### config.mk
export PLATFORM = sky130hd
export DESIGN_NAME = ibx_exec
export DESIGN_NICKNAME = d
export VERILOG_FILES = /design/src/verilog/ibx_pkg.sv /design/src/verilog/ibx_exec.sv /design/src/verilog/ibx_incdec.sv /design/src/verilog/ibx_pc_build.sv
export SDC_FILE = /design/constraint.sdc
export NUM_CORES = 1
export LEC_CHECK = 0
export BUFFER_PORTS_ARGS = -buffer_cell sky130_fd_sc_hd__buf_4
export CAP_MARGIN = 0
export CORE_MARGIN = 1.5
export CORE_UTILIZATION = 51
export CTS_BUF_LIST = sky130_fd_sc_hd__clkbuf_4 sky130_fd_sc_hd__clkbuf_8 sky130_fd_sc_hd__clkbuf_16
export DETAILED_ROUTE_END_ITERATION = 10
export PLACE_DENSITY = 0.92
export SYNTH_ARGS = -nofsm -noshare
export SYNTH_HDL_FRONTEND = slang
export SYNTH_HIERARCHICAL = 1
export SYNTH_SLANG_ARGS = --single-unit
### constraint.sdc
create_clock -name i_clk -period 3.1 [get_ports i_clk]
set_input_delay 0.155 -clock i_clk [delete_from_list [all_inputs] [get_ports i_clk]]
set_output_delay 0.155 -clock i_clk [all_outputs]
set_load 0.01 [all_outputs]
### src/verilog/ibx_pkg.sv
package ibx_pkg;

  // ---------------------------------------------------------------
  // widths
  // ---------------------------------------------------------------
  localparam int DATA_W = 8;
  localparam int ADDR_W = 8;
  localparam int RADDR_W = 7;
  localparam int PC_W = 11;
  localparam int PC_HI_W = 3;

  // ---------------------------------------------------------------
  // register offsets (byte addresses, one word each)
  // ---------------------------------------------------------------
  localparam logic [7:0] ADDR_ACC = 8'h00;
  localparam logic [7:0] ADDR_TABLE_HIGH = 8'h04;
  localparam logic [7:0] ADDR_STATUS = 8'h08;
  localparam logic [7:0] ADDR_PC = 8'h0C;

  // ---------------------------------------------------------------
  // status fields and reset values
  // ---------------------------------------------------------------
  localparam int STATUS_ZERO_BIT = 0;
  localparam int STATUS_GIE_BIT = 1;
  localparam logic [7:0] ACC_RST = 8'h00;
  localparam logic [7:0] TABLE_HIGH_RST = 8'h00;
  localparam logic [10:0] PC_RST = 11'h000;
  localparam logic ZERO_RST = 1'b0;
  localparam logic GIE_RST = 1'b0;
  localparam logic [7:0] ONE = 8'h01;

  // ---------------------------------------------------------------
  // cycle counts
  // ---------------------------------------------------------------
  localparam int BRANCH_CYCLES = 2;
  localparam int SKIP_TAKEN_CYCLES = 2;
  localparam int SKIP_NONE_CYCLES = 1;

  // ---------------------------------------------------------------
  // operation codes and sequencer states
  // ---------------------------------------------------------------
  typedef enum logic [2:0] {
    OP_NONE = 3'h0,
    OP_DECREMENT = 3'h1,
    OP_INCREMENT = 3'h2,
    OP_INCREMENT_SKIP_ZERO = 3'h3,
    OP_GLOBAL_IRQ_OFF = 3'h4,
    OP_GLOBAL_IRQ_ON = 3'h5,
    OP_COMPUTED_BRANCH = 3'h6
  } ibx_op_t;

  typedef enum logic [1:0] {
    ST_IDLE = 2'b00,
    ST_BRANCH = 2'b01,
    ST_SKIP = 2'b10
  } ibx_state_t;

  // true when an eight-bit value is zero
  function automatic logic ibx_is_zero(input logic [7:0] v);
    ibx_is_zero = (v == 8'h00);
  endfunction : ibx_is_zero

endpackage : ibx_pkg
### src/verilog/ibx_exec.sv
`timescale 1ns/100ps
// Notes on behaviour
// - decrement register, result to acc or register
// - decrement of one stores zero, sets zero
// - increment register, result to acc or register
// - increment of FF wraps to zero, sets zero
// - irq off clears global enable bit
// - irq on sets global enable bit
// - branch loads pointer bits and acc, two cycles
// - increment skip stores result, flags untouched
// - zero skip result discards fetched next instruction
// - increment skip: one cycle, two on skip
module ibx_exec
  import ibx_pkg::*;
(
  input  wire logic         i_clk,        // core clock, 40 MHz
  input  wire logic         i_reset,      // sync reset, high
  input  wire logic         i_ce,         // clock enable
  input  wire logic         i_op_valid,   // decoded op present
  input  wire logic [2:0]   i_opcode,     // operation code
  input  wire logic         i_dest,       // 0 acc, 1 register
  input  wire logic [6:0]   i_reg_addr,   // addressed register
  input  wire logic [7:0]   i_reg_data,   // addressed reg value
  output logic              o_ready,      // op may be taken
  output logic              o_reg_we,     // register write pulse
  output logic      [6:0]   o_reg_waddr,  // register write addr
  output logic      [7:0]   o_reg_wdata,  // register write data
  output logic              o_pc_load,    // pc load pulse
  output logic      [10:0]  o_pc_value,   // pc load value
  output logic              o_discard,    // drop fetched op
  output logic              o_gie,        // global irq enable
  output logic              o_zero,       // zero flag
  output logic      [7:0]   o_acc,        // accumulator
  input  wire logic [7:0]   i_bus_addr,   // register address
  input  wire logic [7:0]   i_bus_wdata,  // register write data
  input  wire logic         i_bus_wr,     // write strobe
  input  wire logic         i_bus_rd,     // read strobe
  output logic      [7:0]   o_bus_rdata   // read data, next cycle
);

  // ---------------------------------------------------------------
  // state
  // ---------------------------------------------------------------
  ibx_state_t state_r;
  ibx_state_t state_nxt;
  ibx_op_t op;
  logic [7:0] acc_r;
  logic [7:0] table_high_pointer_r;
  logic global_irq_enable_bit_r;
  logic zero_r;
  logic reg_we_r;
  logic [6:0] reg_waddr_r;
  logic [7:0] reg_wdata_r;
  logic pc_load_r;
  logic [10:0] pc_r;
  logic discard_r;
  logic [7:0] rdata_r;

  // ---------------------------------------------------------------
  // decode of the presented operation
  // ---------------------------------------------------------------
  logic accept;
  logic is_dec;
  logic is_inc;
  logic is_skip;
  logic is_arith;
  logic [7:0] alu_result;
  logic alu_zero;
  logic [10:0] pc_target;
  logic wr_acc_op;
  logic wr_reg_op;
  logic skip_taken;
  logic bus_wr_acc;
  logic bus_wr_tbl;
  logic bus_wr_status;

  // operation taken only when idle and enabled
  assign o_ready = (state_r == ST_IDLE);
  assign accept = i_ce & i_op_valid & o_ready;
  assign op = ibx_op_t'(i_opcode);
  assign is_dec = (op == OP_DECREMENT);
  assign is_inc = (op == OP_INCREMENT);
  assign is_skip = (op == OP_INCREMENT_SKIP_ZERO);
  assign is_arith = is_dec | is_inc | is_skip;

  // destination select for all three arithmetic ops
  assign wr_acc_op = accept & is_arith & ~i_dest;
  assign wr_reg_op = accept & is_arith & i_dest;
  assign skip_taken = accept & is_skip & alu_zero;

  // bus write decode
  assign bus_wr_acc = i_bus_wr & (i_bus_addr == ADDR_ACC);
  assign bus_wr_tbl = i_bus_wr & (i_bus_addr == ADDR_TABLE_HIGH);
  assign bus_wr_status = i_bus_wr & (i_bus_addr == ADDR_STATUS);

  // ---------------------------------------------------------------
  // datapath pieces
  // ---------------------------------------------------------------
  ibx_incdec ibx_incdec_inst (
    .i_operand   (i_reg_data),
    .i_decrement (is_dec),
    .o_result    (alu_result),
    .o_zero      (alu_zero)
  );

  ibx_pc_build ibx_pc_build_inst (
    .i_table_high (table_high_pointer_r),
    .i_acc        (acc_r),
    .o_pc         (pc_target)
  );

  // ---------------------------------------------------------------
  // sequencer for the two-cycle operations
  // ---------------------------------------------------------------
  always_comb begin
    state_nxt = state_r;
    unique case (state_r)
      ST_IDLE: begin
        if (accept && (op == OP_COMPUTED_BRANCH)) begin
          state_nxt = ST_BRANCH;
        end else if (skip_taken) begin
          state_nxt = ST_SKIP;
        end
      end
      ST_BRANCH: begin
        state_nxt = ST_IDLE;
      end
      ST_SKIP: begin
        state_nxt = ST_IDLE; // nop slot done
      end
      default: begin
        state_nxt = ST_IDLE;
      end
    endcase
  end

  // state register
  always_ff @(posedge i_clk) begin
    if (i_reset) begin
      state_r <= ST_IDLE;
    end else if (i_ce) begin
      state_r <= state_nxt;
    end
  end

  // ---------------------------------------------------------------
  // accumulator: instruction result wins over bus write
  // ---------------------------------------------------------------
  always_ff @(posedge i_clk) begin
    if (i_reset) begin
      acc_r <= ACC_RST;
    end else if (i_ce) begin
      if (wr_acc_op) begin
        acc_r <= alu_result;
      end else if (bus_wr_acc) begin
        acc_r <= i_bus_wdata;
      end
    end
  end

  // ---------------------------------------------------------------
  // zero flag: only plain increment and decrement, or a status write, touch it
  // ---------------------------------------------------------------
  always_ff @(posedge i_clk) begin
    if (i_reset) begin
      zero_r <= ZERO_RST;
    end else if (i_ce) begin
      if (accept && (is_dec || is_inc)) begin
        zero_r <= alu_zero;
      end else if (bus_wr_status) begin
        zero_r <= i_bus_wdata[STATUS_ZERO_BIT];
      end
    end
  end

  // ---------------------------------------------------------------
  // global interrupt enable
  // ---------------------------------------------------------------
  always_ff @(posedge i_clk) begin
    if (i_reset) begin
      global_irq_enable_bit_r <= GIE_RST;
    end else if (i_ce) begin
      if (accept && (op == OP_GLOBAL_IRQ_OFF)) begin
        global_irq_enable_bit_r <= 1'b0;
      end else if (accept && (op == OP_GLOBAL_IRQ_ON)) begin
        global_irq_enable_bit_r <= 1'b1;
      end else if (bus_wr_status) begin
        global_irq_enable_bit_r <= i_bus_wdata[STATUS_GIE_BIT];
      end
    end
  end

  // ---------------------------------------------------------------
  // table high pointer, software written
  // ---------------------------------------------------------------
  always_ff @(posedge i_clk) begin
    if (i_reset) begin
      table_high_pointer_r <= TABLE_HIGH_RST;
    end else if (i_ce && bus_wr_tbl) begin
      table_high_pointer_r <= i_bus_wdata;
    end
  end

  // ---------------------------------------------------------------
  // register file write-back
  // ---------------------------------------------------------------
  always_ff @(posedge i_clk) begin
    if (i_reset) begin
      reg_we_r <= 1'b0;
      reg_waddr_r <= 7'h00;
      reg_wdata_r <= 8'h00;
    end else if (i_ce) begin
      reg_we_r <= wr_reg_op;
      if (wr_reg_op) begin
        reg_waddr_r <= i_reg_addr;
        reg_wdata_r <= alu_result;
      end
    end
  end

  // ---------------------------------------------------------------
  // branch target captured on take, loaded on the second cycle
  // ---------------------------------------------------------------
  always_ff @(posedge i_clk) begin
    if (i_reset) begin
      pc_r <= PC_RST;
      pc_load_r <= 1'b0;
    end else if (i_ce) begin
      pc_load_r <= (state_r == ST_BRANCH);
      if (accept && (op == OP_COMPUTED_BRANCH)) begin
        pc_r <= pc_target;
      end
    end
  end

  // ---------------------------------------------------------------
  // discard pulse for the already fetched instruction
  // ---------------------------------------------------------------
  always_ff @(posedge i_clk) begin
    if (i_reset) begin
      discard_r <= 1'b0;
    end else if (i_ce) begin
      discard_r <= skip_taken;
    end
  end

  // ---------------------------------------------------------------
  // register read port, data one cycle after strobe
  // ---------------------------------------------------------------
  always_ff @(posedge i_clk) begin
    if (i_reset) begin
      rdata_r <= 8'h00;
    end else if (i_ce) begin
      rdata_r <= 8'h00;
      if (i_bus_rd) begin
        unique case (i_bus_addr)
          ADDR_ACC: rdata_r <= acc_r;
          ADDR_TABLE_HIGH: rdata_r <= table_high_pointer_r;
          ADDR_STATUS: begin
            rdata_r[STATUS_ZERO_BIT] <= zero_r;
            rdata_r[STATUS_GIE_BIT] <= global_irq_enable_bit_r;
          end
          ADDR_PC: rdata_r <= pc_r[7:0];
          default: rdata_r <= 8'h00; // unmapped reads zero
        endcase
      end
    end
  end

  // outputs straight from flip-flops
  assign o_reg_we = reg_we_r;
  assign o_reg_waddr = reg_waddr_r;
  assign o_reg_wdata = reg_wdata_r;
  assign o_pc_load = pc_load_r;
  assign o_pc_value = pc_r;
  assign o_discard = discard_r;
  assign o_gie = global_irq_enable_bit_r;
  assign o_zero = zero_r;
  assign o_acc = acc_r;
  assign o_bus_rdata = rdata_r;
endmodule : ibx_exec

### src/verilog/ibx_incdec.sv
`timescale 1ns/100ps
module ibx_incdec
  import ibx_pkg::*;
(
  input  wire logic [7:0] i_operand,   // register value
  input  wire logic       i_decrement, // 1 subtract, 0 add
  output logic      [7:0] o_result,    // modulo 256 result
  output logic            o_zero       // result is zero
);

  // ---------------------------------------------------------------
  // add or subtract one, wrapping at eight bits
  // ---------------------------------------------------------------
  always_comb begin
    if (i_decrement) begin
      o_result = 8'(i_operand - ONE);
    end else begin
      o_result = 8'(i_operand + ONE);
    end
    o_zero = ibx_is_zero(o_result);
  end

endmodule : ibx_incdec

### src/verilog/ibx_pc_build.sv
`timescale 1ns/100ps
module ibx_pc_build
  import ibx_pkg::*;
(
  input  wire logic [7:0]  i_table_high, // table high pointer
  input  wire logic [7:0]  i_acc,        // accumulator
  output logic      [10:0] o_pc          // branch target
);

  // ---------------------------------------------------------------
  // high bits from pointer, low byte from accumulator
  // ---------------------------------------------------------------
  assign o_pc = {i_table_high[PC_HI_W-1:0], i_acc};

endmodule : ibx_pc_build

==> impl_metrics.env, run 1 <==
export IMPL_status="complete, no violations"
export IMPL_synth_top_area_cell="dfxtp_1"
export IMPL_synth_area_mux_share_pct=18.58
export IMPL_cts_sinks=57
export IMPL_drc_errors=0
export IMPL_internal_power_uw=1155
export IMPL_slowest_delay_ns=0.40
export IMPL_ant_nets=0
export IMPL_core_area_um2=5473
export IMPL_nNetsFinal=416
export IMPL_ios=89
export IMPL_cp_max_fo=8
export IMPL_worstSkewPairLatency_ns=0.33
export IMPL_dp_slack_ns=0.4530
export IMPL_syn_area_per_cell_um2=9.839
export IMPL_htree_levels=3
export IMPL_netlist_top_cells_count="dfxtp_1, nor2_1, mux2i_1, buf_4, nand2_1"
export IMPL_dp_hpwl_mm=5.149
export IMPL_cellLeakagePower_uw=0.001724
export IMPL_seq_power_share_pct=48.6
export IMPL_syn_inst=293
export IMPL_via_per_inst=5.395
export IMPL_timing_setup_tns_ns=0
export IMPL_grt_pass1_vias=2351
export IMPL_pwr_share_comb_pct=12.6
export IMPL_dp_cells=428
export IMPL_synth_simple_area_share_pct=16.54
export IMPL_routedWlPerCell_um=15.20
export IMPL_yosysWarnings=6
export IMPL_holdPathStages=3
export IMPL_routed_wl_met2_mm=3.402
export IMPL_fin_skew_ns=0.009296
export IMPL_p_switching_uw=385.5
export IMPL_synth_top_family_by_area="multiplexers"
export IMPL_drv_cap=0
export IMPL_slowest_stage="fa_1"
export IMPL_ys_types=50
export IMPL_cts_setup_buffers=0
export IMPL_multi_input_area_um2=1538
export IMPL_cts_buffer_depth=2
export IMPL_drt_first_iter_violations=103
export IMPL_cts_resized=0
export IMPL_synth_xor_area_share_pct=2.127
export IMPL_reg2reg_depth=4
export IMPL_synth_most_common_cell="dfxtp_1"
export IMPL_drt_total_wl_mm=6.734
export IMPL_start_kind="primary input"
export IMPL_synth_compound_area_share_pct=12.15
export IMPL_cts_hold_buf=0
export IMPL_overflow=0
export IMPL_end_kind="flip-flop"
export IMPL_cts_tree="built"
export IMPL_crit_arrival_ns=2.55
export IMPL_rsz0062_at_grt="false"
export IMPL_criticalPathCategory="in -> reg"
export IMPL_clk_pin_slew_ns=0.06
export IMPL_drive_gt1_share_pct=34.77
export IMPL_worst_pin_slew_ns=0.8586
export IMPL_max_freq_ghz=0.4293
export IMPL_wl_met1_mm=2.887
export IMPL_fin_cells=443
export IMPL_seq_area_frac_synth_pct=39.58
export IMPL_synth_fa_ha_area_share_pct=3.733
export IMPL_timing_final_crit_share_pct=75.13
export IMPL_synth_edf_count=0
export IMPL_period_minus_slack_ns=2.329
export IMPL_cts_root_buf="clkbuf_8"
export IMPL_sw_frac_of_total_pct=25.03
export IMPL_antenna_cells=0
export IMPL_top_layer_used="met4"
export IMPL_die_h_um=78.18
export IMPL_cp_top_family="simple AND/OR/NAND/NOR gates"
export IMPL_slew_violations=0
export IMPL_gr_usage_all_layers_pct=22.50
export IMPL_setup_viol=0
export IMPL_route_vias_total=2390
export IMPL_drtPass1Iterations=4
export IMPL_final_hold_viol_count=0
export IMPL_nFillCells=427
export IMPL_layout_setup_ws_ns=0.7709
export IMPL_synthArstFlopShare_pct=0
export IMPL_grt_max_degree=55
export IMPL_row_count=27
export IMPL_critPathBufInv=4
export IMPL_grt_pass1_wl_mm=10.93
export IMPL_cts_buffers_inserted=9
export IMPL_place_congestion=0.8064
export IMPL_cp_data_required_time_ns=3.32
export IMPL_yosys_top_cells_area="dfxtp_1, mux2i_1, nor2_1"
export IMPL_hold_class="in -> reg"
export IMPL_r2r_slack_ns=1.14
export IMPL_initial_core_util_pct=52.67
export IMPL_synth_top_cell_area_share_pct=39.58
export IMPL_met3_length_um=388
export IMPL_ys_seq_elements=57
export IMPL_peakVddDrop_v=0.0002573
export IMPL_seq_area_um2=1141
export IMPL_portBuffers=88
export IMPL_path_cells="buf_4 -> nor3b_1 -> buf_4 -> inv_1 -> fa_1 -> and2b_2 -> o21ai_2 -> xnor2_1 -> nor4b_2 -> o2111a_1 -> inv_1 -> a221oi_1"
export IMPL_antenna_found_initial=0
export IMPL_fp_dieW_um=78.18
export IMPL_worstSetupPathDepth=12
export IMPL_max_slew_margin_pct=42.46
export IMPL_synthFlopType="dfxtp_1"
export IMPL_power_density_nw_per_um2=422.6
export IMPL_area_growth_pct=26.43
export IMPL_die_area_um2=6112
export IMPL_syn_area_um2=2883
export IMPL_clkPwrFrac_pct=38.8
export IMPL_synth_nets=342
power groups by stage:
stage	Clock (uW)	Sequential [uW]	Combinational, uW
CTS	605	749	193
detailed placement	0	765	192
global route	633	750	210
global placement	0	765	184
finish	598	749	193
floorplan	0	767	111
placed cells by master, fill, tap and decap left out, types with 2 or more instances in the layout:
master | Yosys | routed
buf_4 | 11 | 90
dfxtp_1 | 57 | 57
nor2_1 | 56 | 56
mux2i_1 | 49 | 49
nand2_1 | 11 | 11
clkbuf_8 | 0 | 10
a21oi_1 | 9 | 9
a211oi_2 | 8 | 8
inv_1 | 8 | 8
o21ai_0 | 7 | 7
ha_1 | 7 | 7
xnor2_1 | 5 | 5
a22o_1 | 5 | 5
a22oi_1 | 3 | 3
and4bb_2 | 2 | 2
nand3_1 | 2 | 2
nand4b_1 | 2 | 2
nor4b_2 | 1 | 2
nor3_1 | 2 | 2
a41oi_1 | 2 | 2
nand3b_1 | 2 | 2
mux4_2 | 2 | 2
clkinv_2 | 0 | 2
clkbuf_4 | 0 | 2
o21a_1 | 2 | 2
xor2_1 | 2 | 2
worst paths after layout:
path,start,endpoint
hold / removal,i_reg_addr[6],o_reg_waddr[6]
hold reg to reg,o_pc_load,o_pc_load
setup reg to reg,state_r[0],o_pc_value[4]
setup / recovery,i_opcode[2],o_zero
worst register-to-register path: stages, from the launching register on:
cell	delay (ns)
dfxtp_1	0.34
and4bb_2	0.34
nand4b_1	0.69
mux2i_1	0.38
nor2_1	0.07
flip-flops by register name (all words and copies together) (netlist names):
signal / flops
o_pc_value: 11
o_acc: 8
o_bus_rdata: 8
o_reg_wdata: 8
table_high_pointer_r: 8
o_reg_waddr: 7
state_r: 2
o_discard: 1
o_gie: 1
o_pc_load: 1
o_reg_we: 1
o_zero: 1
per-stage QoR:
stage                     cell area [um2]  utilization (%)  hold WS, ns  total power (uW)
after floorplan                      2883                -       0.2989             878.3
after detailed placement             3475            63.49       0.3994             957.1
after global placement               3475            63.49       0.3878             949.0
final                                3645            66.60      0.06409              1540
after global routing                 3645            66.60      0.08226              1593
after CTS                            3645            66.60      0.05882              1547
layer usage:
layer | track usage, % | vias up
li1 | - | 1167
met2 | 40.26 | 80
met5 | 0 | -
met3 | 5.349 | 7
met4 | 6.071 | 0
met1 | 26.86 | 1136
cells by family (layout without fill, tap and decap cells):
kind of cell | after synthesis | count (layout)
compound gates | 44 | 44
simple gates | 91 | 91
fa+ha+maj | 8 | 8
flops | 57 | 57
mux | 51 | 51
buf+inv | 35 | 113
xor+xnor | 7 | 7
cell type report:
type	count	area share, %
Tap cell	72	2.472
Timing Repair Buffer	90	18.54
Inverter	8	0.8239
Clock buffer	12	4.188
Multi-Input combinational cell	201	42.19
Sequential cell	57	31.31
Clock inverter	3	0.4806
Note: power is estimated with default switching activity, not from simulation.
==> inputs of run 2 (changes only) <==
- clock period: 3.1 -> 2.4 ns (I/O delays scaled with it)
==> run 2 against run 1 <==
Core utilization increased by 1.8 points. Sequential cell count unchanged. Clock power increased by 60%. Die area unchanged. Critical path depth decreased by 2. Critical path type unchanged. Critical endpoint unchanged.
==> impl_metrics.env, run 2 (synthesis gave the netlist of run 1 again) <==
export IMPL_status="complete, no violations"
export IMPL_holdPathStages=3
export IMPL_crit_arrival_ns=2.45
export IMPL_cp_max_fo=6
export IMPL_fp_dieW_um=78.18
export IMPL_drt_first_iter_violations=120
export IMPL_place_congestion=0.8204
export IMPL_max_slew_margin_pct=60.52
export IMPL_cts_tree="built"
export IMPL_path_cells="buf_4 -> nor3b_4 -> ha_1 -> a211oi_1 -> nor2_1 -> xor2_1 -> nor4b_2 -> o2111a_1 -> inv_1 -> a221oi_1"
export IMPL_clk_pin_slew_ns=0.06
export IMPL_hold_class="in -> reg"
export IMPL_end_kind="flip-flop"
export IMPL_seq_area_um2=1141
export IMPL_slowest_stage="a211oi_1"
export IMPL_r2r_slack_ns=0.75
export IMPL_core_area_um2=5473
export IMPL_drc_errors=0
export IMPL_dp_hpwl_mm=5.253
export IMPL_nFillCells=377
export IMPL_drive_gt1_share_pct=36.07
export IMPL_ios=89
export IMPL_ant_nets=0
export IMPL_min_from="i_reg_addr[2]"
export IMPL_start_kind="primary input"
export IMPL_die_area_um2=6112
export IMPL_cts_resized=0
export IMPL_cts_sinks=57
export IMPL_dp_cells=434
export IMPL_final_common_cell="buf_4"
export IMPL_max_freq_ghz=0.4501
export IMPL_nNetsFinal=422
export IMPL_reg2reg_depth=4
export IMPL_drv_cap=0
export IMPL_routedWlPerCell_um=15.96
export IMPL_drtPass1Iterations=6
export IMPL_criticalPathCategory="in -> reg"
export IMPL_cts_hold_buf=0
export IMPL_fin_skew_ns=0.01035
export IMPL_multi_input_area_um2=1549
export IMPL_overflow=0
export IMPL_worst_pin_slew_ns=0.5873
export IMPL_setup_viol=0
export IMPL_layout_common_cells="buf_4, dfxtp_1, nor2_1, mux2i_1, clkbuf_8"
export IMPL_timing_setup_tns_ns=0
export IMPL_power_density_nw_per_um2=586.5
export IMPL_initial_core_util_pct=52.67
export IMPL_die_h_um=78.18
export IMPL_slowest_delay_ns=0.39
export IMPL_largest_reg_flops=11
export IMPL_gr_usage_all_layers_pct=24.86
export IMPL_peakVddDrop_v=0.0004049
export IMPL_min_to="o_reg_waddr[2]"
export IMPL_period_minus_slack_ns=2.222
export IMPL_worstSkewPairLatency_ns=0.34
export IMPL_cts_setup_buffers=0
export IMPL_final_hold_viol_count=0
export IMPL_worstSetupStartpoint="i_opcode[1]"
export IMPL_cts_root_buf="clkbuf_8"
export IMPL_cp_data_required_time_ns=2.63
export IMPL_cts_buffer_depth=2
export IMPL_drt_total_wl_mm=7.164
export IMPL_grt_max_degree=36
export IMPL_cts_buffers_inserted=9
export IMPL_grt_pass1_wl_mm=11.80
export IMPL_htree_levels=3
export IMPL_area_growth_pct=29.90
export IMPL_antenna_cells=0
export IMPL_via_per_inst=5.421
export IMPL_timing_rr_end="o_acc[2]"
export IMPL_rsz0062_at_grt="false"
export IMPL_fin_cells=449
export IMPL_total_power_uw=2197
export IMPL_cellLeakagePower_uw=0.001780
export IMPL_grt_pass1_vias=2474
export IMPL_timing_final_crit_share_pct=92.57
export IMPL_antenna_found_initial=0
export IMPL_row_count=27
export IMPL_portBuffers=88
export IMPL_reg2reg_from="state_r[0]"
export IMPL_slew_violations=0
export IMPL_route_vias_total=2434
## run 2: cell count changes in the layout (fill, tap and decap cells not counted), sizes merged
cell      delta
bufinv       +1
buf          +6
clkinvlp     -1
clkbuf       +1
clkinv       -1
## run 2: per-layer routing
metal | routed length, um | global-route usage [%] | vias up
met5 | 0 | 0 | -
met4 | 94 | 9.643 | 0
met3 | 442 | 7.093 | 9
met2 | 3704 | 43.57 | 91
met1 | 2922 | 28.51 | 1155
li1 | - | - | 1179
## run 2: worst max-delay path by stage
stage	cells past startpoint	end
after floorplan	11	o_zero
after global placement	10	o_zero
after detailed placement	11	o_zero
after CTS	11	o_zero
after global routing	10	o_zero
final	10	o_zero
## run 2: layout make-up
class	instances	area share (%)
sequential	57	30.47
tap	72	2.406
clock inverter	2	0.9355
multi-input combinational	201	41.36
clock buffer	13	4.778
inverter	8	0.8019
timing repair buffer	96	19.24
## run 2: power breakdown
group	switching, uW	internal, uW	total [uW]	leakage, uW
logic	140	131	271	0.00121
clock network	373	585	958	0.000112
registers	9.92	958	968	0.000460
total	523	1670	2200	0.00178
## run 2: critical path: cells and delay by family
kind | cells | cell delay, ns
AO/OA/AOI/OAI | 3 | 0.93
AND/OR/NAND/NOR | 3 | 0.71
adder cells (fa/ha/maj) | 1 | 0.32
buffers and inverters | 2 | 0.20
XOR/XNOR | 1 | 0.17
## run 2: through the flow
| step | util (%) | hold WS (ns) | worst slack (ns) | cell area [um2] |
|---|---|---|---|---|
| detailed placement | 64.52 | 0.3683 | -0.1411 | 3531 |
| global route | 68.43 | 0.02542 | 0.06692 | 3745 |
| floorplan | - | 0.2639 | 0.04481 | 2894 |
| global placement | 64.52 | 0.3533 | 0.01183 | 3531 |
| finish | 68.43 | 0.02908 | 0.1783 | 3745 |
| CTS | 68.43 | 0.02304 | 0.2086 | 3745 |
==> inputs of run 3 (changes only) <==
- GPL_TIMING_DRIVEN: not set -> 0
==> run 3 against run 2 <==
Routed wire length grew 2.1%. Total power grew 1.5%. Final area grew 3.1%. Sequential power hardly changed. Global-route usage hardly changed. Critical path depth rose by 2. Maximum frequency down 2.2%. Non-clock buffer count increased by 19. Setup slack got worse by 0.049 ns. Clock skew shrank 0.0025 ns. Critical path type unchanged.
==> impl_metrics.env, run 3 (synthesis gave the netlist of run 1 again) <==
export IMPL_pwr_share_comb_pct=11.8
export IMPL_antenna_found_initial=0
export IMPL_dp_hpwl_mm=5.261
export IMPL_nNetsFinal=441
export IMPL_cts_resized=0
export IMPL_grt_pass1_wl_mm=11.78
export IMPL_sw_frac_of_total_pct=23.17
export IMPL_cts_root_buf="clkbuf_8"
export IMPL_max_freq_ghz=0.4403
export IMPL_placed_area_um2=3630
export IMPL_path_cells="buf_2 -> nor3b_4 -> buf_4 -> inv_1 -> fa_1 -> and2b_2 -> o21ai_2 -> xnor2_1 -> nor4b_2 -> o2111a_1 -> nand4_1 -> a21oi_1"
export IMPL_antenna_cells=0
export IMPL_cp_max_fo=8
export IMPL_layout_common_cells="buf_4, dfxtp_1, nor2_1, mux2i_1"
export IMPL_clk_pin_slew_ns=0.06
export IMPL_final_common_cell="buf_4"
export IMPL_end_kind="flip-flop"
export IMPL_ios=89
export IMPL_fp_dieW_um=78.18
export IMPL_drc_errors=0
export IMPL_ant_nets=0
export IMPL_dp_cells=451
export IMPL_overflow=0
export IMPL_slowest_stage="fa_1"
export IMPL_r2r_slack_ns=0.55
export IMPL_timing_final_crit_share_pct=94.63
export IMPL_grt_pass1_vias=2466
export IMPL_status="complete, no violations"
export IMPL_internal_power_uw=1713
export IMPL_drt_total_wl_mm=7.316
export IMPL_fin_skew_ns=0.007835
export IMPL_reg2reg_depth=6
export IMPL_min_from="i_reg_addr[6]"
export IMPL_seq_area_um2=1141
export IMPL_clkPwrFrac_pct=44.8
export IMPL_holdWs_ns=0.02548
export IMPL_slowest_delay_ns=0.39
export IMPL_route_vias_total=2556
export IMPL_period_minus_slack_ns=2.271
export IMPL_place_congestion=0.8618
export IMPL_peakVddDrop_v=0.0003329
export IMPL_nFillCells=391
export IMPL_largest_reg_flops=11
export IMPL_p_switching_uw=516.7
export IMPL_hold_class="in -> reg"
export IMPL_via_per_inst=5.473
export IMPL_worstSkewPairLatency_ns=0.33
export IMPL_die_h_um=78.18
export IMPL_crit_arrival_ns=2.52
export IMPL_cts_tree="built"
export IMPL_die_area_um2=6112
export IMPL_drv_cap=0
export IMPL_cp_data_required_time_ns=2.65
export IMPL_multi_input_area_um2=1543
export IMPL_cts_setup_buffers=0
export IMPL_timing_rr_end="o_reg_waddr[3]"
export IMPL_area_growth_pct=33.94
export IMPL_drive_gt1_share_pct=36.71
export IMPL_reg2reg_from="state_r[0]"
export IMPL_gr_usage_all_layers_pct=24.87
export IMPL_cts_sinks=57
export IMPL_row_count=27
export IMPL_htree_levels=3
export IMPL_criticalPathCategory="in -> reg"
export IMPL_worst_pin_slew_ns=0.6879
export IMPL_holdPathStages=3
export IMPL_fin_area_um2=3861
export IMPL_max_slew_margin_pct=54.14
export IMPL_cellLeakagePower_uw=0.001849
export IMPL_start_kind="primary input"
export IMPL_routedWlPerCell_um=15.67
export IMPL_seq_power_share_pct=43.4
export IMPL_drt_first_iter_violations=107
export IMPL_grt_max_degree=11
export IMPL_final_hold_viol_count=0
export IMPL_core_area_um2=5473
export IMPL_cts_hold_buf=0
export IMPL_setup_viol=0
export IMPL_cts_buffers_inserted=9
export IMPL_min_to="o_reg_waddr[6]"
export IMPL_drtPass1Iterations=4
export IMPL_power_density_nw_per_um2=577.5
export IMPL_slew_violations=0
export IMPL_cts_buffer_depth=2
export IMPL_fin_cells=467
export IMPL_initial_core_util_pct=52.67
export IMPL_portBuffers=86
run 3: cell count changes in the layout (fill, tap and decap cells not counted), sizes merged:
cell | before | now
buf | 96 | 108
clkbuf | 13 | 18
bufinv | 1 | 2
run 3: power by group through the flow:
stage	logic [uW]	registers [uW]	clock network, uW
3_3_place_gp	251	988	0
4_1_cts	261	968	996
3_5_place_dp	257	988	0
6_report	263	968	998
2_1_floorplan	145	991	0
5_1_grt	287	969	1050
run 3: worst max path at each step:
stage                       to  slack [ns]         from  depth (start not counted)
floorplan               o_zero        0.04  i_opcode[2]                         11
global placement        o_zero       -0.22  i_opcode[2]                         11
detailed placement      o_zero       -0.28  i_opcode[2]                         11
CTS                 state_r[1]       0.005  i_opcode[2]                         11
global route        state_r[1]      -0.005  i_opcode[2]                         12
finish              state_r[1]        0.13  i_opcode[2]                         12
run 3: critical path, delay by kind of cell:
kind	cells	cell delay [ns]
AOI/OAI and AO/OA	3	0.52
xor gates and xnor gates	1	0.16
adders and majority gates	1	0.39
buffers and inverters	3	0.38
and+or+nand+nor	4	0.93
run 3: routing by layer:
metal | track usage, % | wire length, um | up-vias
li1 | - | - | 1220
met1 | 28.32 | 2982 | 1236
met2 | 44.35 | 3749 | 87
met3 | 5.698 | 444 | 13
met4 | 10.71 | 140 | 0
met5 | 0 | 0 | -
run 3: area by class of cell:
| type | instances | share of cell area [%] |
|---|---|---|
| Timing Repair Buffer | 88 | 17.11 |
| Sequential cell | 57 | 29.55 |
| Inverter | 8 | 0.7777 |
| Multi-Input combinational cell | 201 | 39.95 |
| Clock inverter | 3 | 1.685 |
| Buffer | 27 | 4.666 |
| Clock buffer | 11 | 3.921 |
| Tap cell | 72 | 2.333 |
run 3: metrics by stage:
step                utilization (%)  setup WS, ns  setup TNS [ns]  total power (uW)
floorplan                         -       0.04481               0              1136
global placement              66.32       -0.2236         -0.5914              1239
detailed placement            66.32       -0.2767         -0.7563              1245
CTS                           70.28      0.005018               0              2225
global route                  70.55     -0.004580       -0.004580              2306
finish                        70.55        0.1289               0              2230
